File: src/csr_pkg.sv
package csr_pkg;
	localparam int PC_W = 11;
	localparam int STACK_DEPTH = 6;
	localparam logic [6:0] A_INDIRECT = 7'h00;
	localparam logic [6:0] A_POINTER = 7'h01;
	localparam logic [6:0] A_WORK = 7'h05;
	localparam logic [6:0] A_FLAGS = 7'h0a;
	localparam logic [6:0] A_GP_BASE = 7'h40;
	localparam logic [10:0] IRQ_EXT_VECTOR = 11'h004;
	localparam int F_CARRY = 0;
	localparam int F_NIBBLE = 1;
	localparam int F_ZERO = 2;
	localparam int F_WRAP = 3;
	localparam int F_HALT = 4;
	localparam int F_DOG = 5;
	localparam logic [7:0] FLAGS_SW_MASK = 8'h0f;
	localparam logic [7:0] PTR_READ_SET = 8'h80;

	typedef enum logic [1:0] {CSR_STK_NONE, CSR_STK_CALL, CSR_STK_RET,
		CSR_STK_IRQ_EXIT} csr_stack_op_t;

	typedef enum logic [4:0] {CSR_ALU_NOP, CSR_ALU_ADD, CSR_ALU_ADC,
		CSR_ALU_SUB, CSR_ALU_SBC, CSR_ALU_DAA, CSR_ALU_AND, CSR_ALU_OR,
		CSR_ALU_XOR, CSR_ALU_CPL, CSR_ALU_RL, CSR_ALU_RR, CSR_ALU_RLC,
		CSR_ALU_RRC, CSR_ALU_INC, CSR_ALU_DEC, CSR_ALU_MOV} csr_alu_op_t;

	typedef struct packed {
		csr_alu_op_t op;
		logic [6:0] addr;
		logic [7:0] imm;
		logic use_imm;
		logic to_work;
		logic to_mem;
	} csr_alu_cmd_t;
endpackage : csr_pkg

File: src/csr_core.sv
`timescale 1ns/1ps
module csr_core
	import csr_pkg::*;
(
	input wire logic clk_sys_i,
	input wire logic reset_n_i,
	input wire csr_stack_op_t stack_op_i,
	input wire logic [PC_W-1:0] pc_i,
	input wire logic irq_ext_req_i,
	input wire logic alu_go_i,
	input wire csr_alu_cmd_t alu_cmd_i,
	input wire logic sleep_entry_i,
	input wire logic dog_kick_i,
	input wire logic dog_timeout_i,
	input wire logic gie_set_i,
	input wire logic gie_clr_i,
	output logic [PC_W-1:0] pc_load_o,
	output logic pc_load_valid_o,
	output logic irq_ack_o,
	output logic irq_pending_o,
	output logic global_irq_enable_o,
	output logic [7:0] alu_result_o,
	output logic result_zero_o,
	output logic [7:0] work_register_o,
	output logic [7:0] flags_o,
	output logic stack_full_o
);
	localparam int GP_N = 64;

	logic [PC_W-1:0] stack_r [STACK_DEPTH];
	logic [PC_W-1:0] stack_nxt [STACK_DEPTH];
	logic [2:0] return_stack_pointer_r, return_stack_pointer_nxt;
	logic [7:0] gp_r [GP_N];
	logic [7:0] gp_nxt [GP_N];
	logic [6:0] indirect_pointer_r, indirect_pointer_nxt;
	logic [7:0] work_register_r, work_register_nxt;
	logic [7:0] flags_r, flags_nxt;
	logic global_irq_enable_r, global_irq_enable_nxt;
	logic irq_flag_r, irq_flag_nxt;
	logic [PC_W-1:0] pc_load_r, pc_load_nxt;
	logic pc_load_valid_r, pc_load_valid_nxt;
	logic irq_ack_r, irq_ack_nxt;
	logic [7:0] alu_result_r, alu_result_nxt;
	logic result_zero_r, result_zero_nxt;
	logic ext_s1_r, ext_s2_r;

	logic [6:0] eff_addr;
	logic eff_null;
	logic [7:0] rd_data, opa, opb, res;
	logic [8:0] sum9;
	logic [4:0] sum5;
	logic [7:0] sum7;
	logic full, take_irq, wr_en;
	logic [7:0] fl;

	// irq input arrives from a pin; two stages before use
	always_ff @(posedge clk_sys_i or negedge reset_n_i)
	begin
		if (!reset_n_i)
		begin
			ext_s1_r <= 1'b0;
			ext_s2_r <= 1'b0;
		end
		else
		begin
			ext_s1_r <= irq_ext_req_i;
			ext_s2_r <= ext_s1_r;
		end
	end

	always_comb
	begin
		eff_addr = alu_cmd_i.addr;
		eff_null = 1'b0;
		if (alu_cmd_i.addr == A_INDIRECT)
		begin
			eff_addr = indirect_pointer_r;
			eff_null = (indirect_pointer_r == A_INDIRECT);
		end
	end

	always_comb
	begin
		rd_data = 8'h00;
		if (eff_null)
			rd_data = 8'h00;
		else if (eff_addr >= A_GP_BASE)
			rd_data = gp_r[eff_addr[5:0]];
		else if (eff_addr == A_POINTER)
			rd_data = {1'b1, indirect_pointer_r} | PTR_READ_SET;
		else if (eff_addr == A_WORK)
			rd_data = work_register_r;
		else if (eff_addr == A_FLAGS)
			rd_data = {2'b00, flags_r[5:0]};
	end

	// ALU: operand a is work register, b is memory or immediate
	always_comb
	begin
		opa = work_register_r;
		opb = alu_cmd_i.use_imm ? alu_cmd_i.imm : rd_data;
		fl = flags_r;
		res = opb;
		sum9 = 9'h000;
		sum5 = 5'h00;
		sum7 = 8'h00;
		unique case (alu_cmd_i.op)
			CSR_ALU_ADD, CSR_ALU_ADC:
			begin
				sum9 = {1'b0, opa} + {1'b0, opb} + {8'h00,
					(alu_cmd_i.op == CSR_ALU_ADC) & flags_r[F_CARRY]};
				sum5 = {1'b0, opa[3:0]} + {1'b0, opb[3:0]} + {4'h0,
					(alu_cmd_i.op == CSR_ALU_ADC) & flags_r[F_CARRY]};
				sum7 = {1'b0, opa[6:0]} + {1'b0, opb[6:0]} + {7'h00,
					(alu_cmd_i.op == CSR_ALU_ADC) & flags_r[F_CARRY]};
				res = sum9[7:0];
				fl[F_CARRY] = sum9[8];
				fl[F_NIBBLE] = sum5[4];
				fl[F_WRAP] = sum7[7] ^ sum9[8];
			end
			CSR_ALU_SUB, CSR_ALU_SBC:
			begin
				// subtract as add of complement: carry means no borrow
				sum9 = {1'b0, opb} + {1'b0, ~opa} + {8'h00,
					(alu_cmd_i.op == CSR_ALU_SUB) | flags_r[F_CARRY]};
				sum5 = {1'b0, opb[3:0]} + {1'b0, ~opa[3:0]} + {4'h0,
					(alu_cmd_i.op == CSR_ALU_SUB) | flags_r[F_CARRY]};
				sum7 = {1'b0, opb[6:0]} + {1'b0, ~opa[6:0]} + {7'h00,
					(alu_cmd_i.op == CSR_ALU_SUB) | flags_r[F_CARRY]};
				res = sum9[7:0];
				fl[F_CARRY] = sum9[8];
				fl[F_NIBBLE] = sum5[4];
				fl[F_WRAP] = sum7[7] ^ sum9[8];
			end
			CSR_ALU_DAA:
			begin
				sum9 = {1'b0, opa};
				if (opa[3:0] > 4'h9 || flags_r[F_NIBBLE])
					sum9 = sum9 + 9'h006;
				if (sum9[7:4] > 4'h9 || flags_r[F_CARRY] || sum9[8])
					sum9 = sum9 + 9'h060;
				res = sum9[7:0];
				fl[F_CARRY] = sum9[8] | flags_r[F_CARRY];
			end
			CSR_ALU_AND: res = opa & opb;
			CSR_ALU_OR: res = opa | opb;
			CSR_ALU_XOR: res = opa ^ opb;
			CSR_ALU_CPL: res = ~opb;
			CSR_ALU_RL: res = {opb[6:0], opb[7]};
			CSR_ALU_RR: res = {opb[0], opb[7:1]};
			CSR_ALU_RLC:
			begin
				res = {opb[6:0], flags_r[F_CARRY]};
				fl[F_CARRY] = opb[7];
			end
			CSR_ALU_RRC:
			begin
				res = {flags_r[F_CARRY], opb[7:1]};
				fl[F_CARRY] = opb[0];
			end
			CSR_ALU_INC: res = opb + 8'h01;
			CSR_ALU_DEC: res = opb - 8'h01;
			CSR_ALU_MOV: res = opb;
			CSR_ALU_NOP: res = opb;
		endcase
		// rotates and moves leave the zero flag alone
		if (alu_cmd_i.op inside {CSR_ALU_ADD, CSR_ALU_ADC, CSR_ALU_SUB,
			CSR_ALU_SBC, CSR_ALU_DAA, CSR_ALU_AND, CSR_ALU_OR, CSR_ALU_XOR,
			CSR_ALU_CPL, CSR_ALU_INC, CSR_ALU_DEC})
			fl[F_ZERO] = (res == 8'h00);
	end

	assign full = (return_stack_pointer_r == 3'(STACK_DEPTH));
	assign take_irq = global_irq_enable_r && (irq_flag_r || ext_s2_r)
		&& !full && stack_op_i == CSR_STK_NONE;

	always_comb
	begin
		stack_nxt = stack_r;
		return_stack_pointer_nxt = return_stack_pointer_r;
		pc_load_nxt = pc_load_r;
		pc_load_valid_nxt = 1'b0;
		irq_ack_nxt = 1'b0;
		global_irq_enable_nxt = global_irq_enable_r;
		irq_flag_nxt = irq_flag_r;
		if (gie_set_i)
			global_irq_enable_nxt = 1'b1;
		if (gie_clr_i)
			global_irq_enable_nxt = 1'b0;
		unique case (stack_op_i)
			CSR_STK_CALL:
			begin
				if (full)
				begin
					// drop the oldest entry, shift the rest down
					for (int i = 0; i < STACK_DEPTH - 1; i++)
						stack_nxt[i] = stack_r[i+1];
					stack_nxt[STACK_DEPTH-1] = pc_i;
				end
				else
				begin
					stack_nxt[return_stack_pointer_r] = pc_i;
					return_stack_pointer_nxt = return_stack_pointer_r + 3'd1;
				end
			end
			CSR_STK_RET, CSR_STK_IRQ_EXIT:
			begin
				if (return_stack_pointer_r != 3'd0)
				begin
					pc_load_nxt = stack_r[return_stack_pointer_r - 3'd1];
					return_stack_pointer_nxt = return_stack_pointer_r - 3'd1;
				end
				pc_load_valid_nxt = 1'b1;
				if (stack_op_i == CSR_STK_IRQ_EXIT)
					global_irq_enable_nxt = 1'b1;
			end
			CSR_STK_NONE:
			begin
				if (take_irq)
				begin
					stack_nxt[return_stack_pointer_r] = pc_i;
					return_stack_pointer_nxt = return_stack_pointer_r + 3'd1;
					pc_load_nxt = IRQ_EXT_VECTOR;
					pc_load_valid_nxt = 1'b1;
					irq_ack_nxt = 1'b1;
					global_irq_enable_nxt = 1'b0;
				end
			end
		endcase
		// service clears the flag; a level still high re-latches it next cycle
		if (take_irq)
			irq_flag_nxt = 1'b0;
		if (ext_s2_r && !take_irq)
			irq_flag_nxt = 1'b1;
	end

	always_comb
	begin
		gp_nxt = gp_r;
		indirect_pointer_nxt = indirect_pointer_r;
		work_register_nxt = work_register_r;
		flags_nxt = flags_r;
		alu_result_nxt = alu_result_r;
		result_zero_nxt = result_zero_r;
		wr_en = alu_go_i && alu_cmd_i.to_mem && !eff_null;
		if (alu_go_i)
		begin
			flags_nxt[3:0] = fl[3:0];
			alu_result_nxt = res;
			result_zero_nxt = (res == 8'h00);
			if (alu_cmd_i.to_work)
				work_register_nxt = res;
			if (wr_en)
			begin
				if (eff_addr >= A_GP_BASE)
					gp_nxt[eff_addr[5:0]] = res;
				else if (eff_addr == A_POINTER)
					indirect_pointer_nxt = res[6:0];
				else if (eff_addr == A_WORK)
					work_register_nxt = res;
				else if (eff_addr == A_FLAGS)
					flags_nxt[3:0] = res[3:0] & FLAGS_SW_MASK[3:0];
			end
		end
		// no status save on call or irq entry
		if (dog_kick_i || sleep_entry_i)
			flags_nxt[F_DOG] = 1'b0;
		if (dog_timeout_i)
			flags_nxt[F_DOG] = 1'b1;
		if (dog_kick_i)
			flags_nxt[F_HALT] = 1'b0;
		if (sleep_entry_i)
			flags_nxt[F_HALT] = 1'b1;
		flags_nxt[7:6] = 2'b00;
	end

	always_ff @(posedge clk_sys_i or negedge reset_n_i)
	begin
		if (!reset_n_i)
		begin
			for (int i = 0; i < STACK_DEPTH; i++)
				stack_r[i] <= '0;
			for (int i = 0; i < GP_N; i++)
				gp_r[i] <= 8'h00;
			return_stack_pointer_r <= 3'd0;
			indirect_pointer_r <= 7'h00;
			work_register_r <= 8'h00;
			flags_r <= 8'h00;
			global_irq_enable_r <= 1'b0;
			irq_flag_r <= 1'b0;
			pc_load_r <= '0;
			pc_load_valid_r <= 1'b0;
			irq_ack_r <= 1'b0;
			alu_result_r <= 8'h00;
			result_zero_r <= 1'b0;
		end
		else
		begin
			stack_r <= stack_nxt;
			gp_r <= gp_nxt;
			return_stack_pointer_r <= return_stack_pointer_nxt;
			indirect_pointer_r <= indirect_pointer_nxt;
			work_register_r <= work_register_nxt;
			flags_r <= flags_nxt;
			global_irq_enable_r <= global_irq_enable_nxt;
			irq_flag_r <= irq_flag_nxt;
			pc_load_r <= pc_load_nxt;
			pc_load_valid_r <= pc_load_valid_nxt;
			irq_ack_r <= irq_ack_nxt;
			alu_result_r <= alu_result_nxt;
			result_zero_r <= result_zero_nxt;
		end
	end

	logic stack_full_r, irq_pending_r;
	always_ff @(posedge clk_sys_i or negedge reset_n_i)
	begin
		if (!reset_n_i)
		begin
			stack_full_r <= 1'b0;
			irq_pending_r <= 1'b0;
		end
		else
		begin
			stack_full_r <= (return_stack_pointer_nxt == 3'(STACK_DEPTH));
			irq_pending_r <= irq_flag_nxt;
		end
	end

	assign pc_load_o = pc_load_r;
	assign pc_load_valid_o = pc_load_valid_r;
	assign irq_ack_o = irq_ack_r;
	assign irq_pending_o = irq_pending_r;
	assign global_irq_enable_o = global_irq_enable_r;
	assign alu_result_o = alu_result_r;
	assign result_zero_o = result_zero_r;
	assign work_register_o = work_register_r;
	assign flags_o = flags_r;
	assign stack_full_o = stack_full_r;
endmodule : csr_core

File: config.mk
export PLATFORM = sky130hd
export DESIGN_NAME = csr_core
export DESIGN_NICKNAME = d
export VERILOG_FILES = /design/src/csr_pkg.sv /design/src/csr_core.sv
export SDC_FILE = /design/constraint.sdc
export NUM_CORES = 1
export LEC_CHECK = 0
export ABC_AREA = 1
export BUFFER_PORTS_ARGS = -buffer_cell sky130_fd_sc_hd__buf_2
export CORE_MARGIN = 1
export CORE_UTILIZATION = 55
export CTS_CLUSTER_SIZE = 40
export DETAILED_ROUTE_END_ITERATION = 6
export PLACE_DENSITY = 0.72
export SLEW_MARGIN = 0
export SYNTH_ARGS = -nofsm -noshare
export SYNTH_HDL_FRONTEND = slang
export SYNTH_SLANG_ARGS = --single-unit
export TNS_END_PERCENT = 100
File: constraint.sdc
create_clock -name clk_sys_i -period 12.9 [get_ports clk_sys_i]
set_clock_uncertainty 0.2 [all_clocks]
set_input_delay 1.29 -clock clk_sys_i [delete_from_list [all_inputs] [get_ports clk_sys_i]]
set_output_delay 1.29 -clock clk_sys_i [all_outputs]
set_load 0.02 [all_outputs]
==> impl_metrics.tcl <==
set metrics [dict create \
    synthCells 4341 \
    fin_area_um2 35700 \
    setup_violations 0 \
    syn-cell-area_um2 32990 \
    yosys-top-cells-area "dfrtp_1 (48%), nand2_1 (14%), o21ai_0 (10%), inv_1 (5.2%), nor2_1 (4.4%)" \
    clock-sinks 629 \
    routed_wl_mm 99.53 \
    report.final.slew_viol_count 0 \
    dr_total_vias 29300 \
    yosysSeqAreaShare_pct 47.71 \
    fillers 5323 \
    clk_latency_ps 630 \
    cp_slowest_stage_delay_ps 690 \
    cp_max_fo 69 \
    die_area_um2 60970 \
    finalSetupTns_ps 0 \
    grt_max_degree 180 \
    drive_gt1_share_pct 7.090 \
    dr.first_iter.drc_count 3287 \
    grt_pass1_wl_mm 155.7 \
    root_buffer "clkbuf_16" \
    status "finished, violations left" \
    grtUsageTotal_pct 32.93 \
    fin_crit_sh_pct 65.50 \
    p_leak_nw 16.96 \
    multi_input_area_um2 14170 \
    whs_ps 148.9 \
    synth.avg_cell_area_um2 7.600 \
    power.density_nw_per_um2 169.9 \
    post-cts-setup-buffers 0 \
    tightest_slew_ps 1195 \
    io_pins 86 \
    placed_cell_area_um2 33390 \
    placeableCoreArea_um2 59130 \
    clk_path_buf_depth 3 \
    cap_violations 0 \
    yosysWarnings 0 \
    synth_cell_types 65 \
    gr-total-overflow 0 \
    postCtsHoldBufs 0 \
    grt_pass1_vias 27050 \
    finalHoldViolCount 0 \
    start_util_pct 55.79 \
    antenna_found_initial 0 \
    place_congestion 0.9949 \
    ant_nets 0 \
    clock.fmax_mhz 118.3 \
    reg2reg_depth 30 \
    power.total_w 0.006067 \
    cp-start-kind "input pin" \
    cts_max_level 3 \
    synth-seq-cells 629 \
    crit_type "input pin to register" \
    synth_top_area_share_pct 47.71 \
    whs_path_depth 0 \
    rows 89 \
    syn_to_final_growth_pct 8.207 \
    port_buffers 83 \
    yosys.area.top_type "dfrtp_1" \
    drt_first_pass_iters 7 \
    vias_per_cell 5.741 \
    finalNetCount 4365 \
    avgRoutedWirePerCell_um 19.50 \
    timing.final.crit_period_ps 8450 \
    ir_worst_vdd_uv 126.0 \
    die_h_um 246.9 \
    violations "design-rule violations" \
    synth_edf_count 0 \
    slew_headroom_pct 20.06 \
    cts_tree "done" \
    hpwl_mm 62.21 \
    crit_path_top_delay_cell "buf_4" \
    cts_made_buffers 70 \
    synth_top_flop_cell "dfrtp_1" \
    regArea_um2 15740 \
    drc 12 \
    clk_pin_slew_ps 60 \
    rsz0062_at_grt "false" \
    hold_class "register to register" \
    cts_resized 0 \
    crit_path_end_kind "register" \
    worst_path_most_repeated_cell "nand2_1" \
    cp_data_required_time_ps 13250 \
    die_x_um 246.9 \
    cp.arrival_ps 8800 \
    synth_async_sr_flop_share_pct 100.0 \
    insertedDiodeCount 0 \
]
[final cells by class]
class	count	area share (%)
inverter	470	4.949
tap	773	2.709
timing repair buffer	124	2.089
multi-input combinational	2985	39.70
clock inverter	16	0.5538
sequential	629	44.09
clock buffer	106	5.906
[cell usage after synthesis (all sizes together), types with 5 or more instances]
library cell,n
nand2,1261
clkbuf,92
a32oi,56
o211ai,5
dfrtp,629
o21ai,730
fa,5
a221oi,6
clkinv,7
nand3b,16
a22o,10
a21oi,127
xor2,8
nand4,34
nor3,47
ha,35
nand3,165
nor2,399
mux2,11
mux2i,10
inv,463
o22ai,7
o21a,15
buf,166
[per-layer routing]
layer	share of wire, %	GRT usage (%)	vias to the layer above	routed length, um
met2	44	49.51	1308	44190
met4	3.7	12.91	0	3692
met5	0	0	-	0
met1	43	47.01	13940	42940
met3	8.7	6.186	223	8705
li1	-	-	13830	-
[layout by cell type, fill, tap and decap left out, types with 6 or more instances in the layout]
master        n
nand2_4       7
nand3b_1     16
nand3_1     158
nor3_1       46
a22o_1       10
o21ai_1      57
mux2_2       11
ha_1         35
clkbuf_16    71
dfrtp_1     629
o22ai_1       7
a221oi_1      6
nand2_1    1234
o21a_1       15
xor2_1        8
nand2_2      19
inv_1       453
o21ai_0     672
clkbuf_8     20
nor2_4        8
nor2_1      388
inv_2         9
clkbuf_1     15
a21oi_1     124
buf_2        82
a32oi_1      56
clkinv_1      7
buf_4        40
nand4_1      34
clkinv_2      7
mux2i_1      10
[stage by stage]
stage               instances  utilization (%)  setup slack, ps
global route             5103            60.37             3809
detailed placement       4981            56.47             4036
floorplan                4342                -             7228
global placement         4981            56.47             4083
CTS                      5103            60.37             4580
finish                   5103            60.37             4450
[power by group]
group	internal [W]	total, W	leakage, nW	switching [W]
registers	0.00225	0.00243	8.13	0.000183
logic	0.000460	0.00163	7.69	0.00117
clock network	0.00117	0.00200	1.14	0.000830
total	0.00388	0.00607	17.0	0.00218
[cell families after synthesis]
group	after synthesis	synth area share (%)
buffers and inverters	728	9.459
xor gates and xnor gates	11	0.2921
AOI/OAI and AO/OA	982	16.22
adders and majority gates	40	1.631
other	1	0.01137
muxes	21	0.6789
and+or+nand+nor	1929	24.00
DFF	629	47.71
[flip-flops by register name, indices dropped and copies added (netlist names)]
signal and count:
gp_r 512, work_register_o 8, ext_s1_r 1, pc_load_valid_o 1, pc_load_o 11, result_zero_o 1
indirect_pointer_r 7, irq_ack_o 1, flags_o 6, global_irq_enable_o 1, alu_result_o 8, return_stack_pointer_r 3
stack_full_o 1, irq_pending_o 1, ext_s2_r 1, stack_r 66
[critical path: cells and delay by family]
family	cells	cell delay, ps
compound gates	4	960
fa+ha+maj	2	900
buf+inv	6	1570
simple gates	22	3920
[final timing paths]
kind | startpoint | end | slack (ps)
min in group asynchronous | reset_n_i | gp_r[163]$_DFFE_PN0P_ | 470
max in group asynchronous | reset_n_i | gp_r[271]$_DFFE_PN0P_ | 9660
worst min register to register | ext_s1_r$_DFF_PN0_ | ext_s2_r$_DFF_PN0_ | 150
worst max-delay path | alu_cmd_i[13] | flags_o[2]$_DFFE_PN0P_ | 4450
worst min-delay path | ext_s1_r$_DFF_PN0_ | ext_s2_r$_DFF_PN0_ | 150
worst max register to register | indirect_pointer_r[0]$_DFFE_PN0P_ | flags_o[2]$_DFFE_PN0P_ | 5170
(Power assumes the default switching activity.)
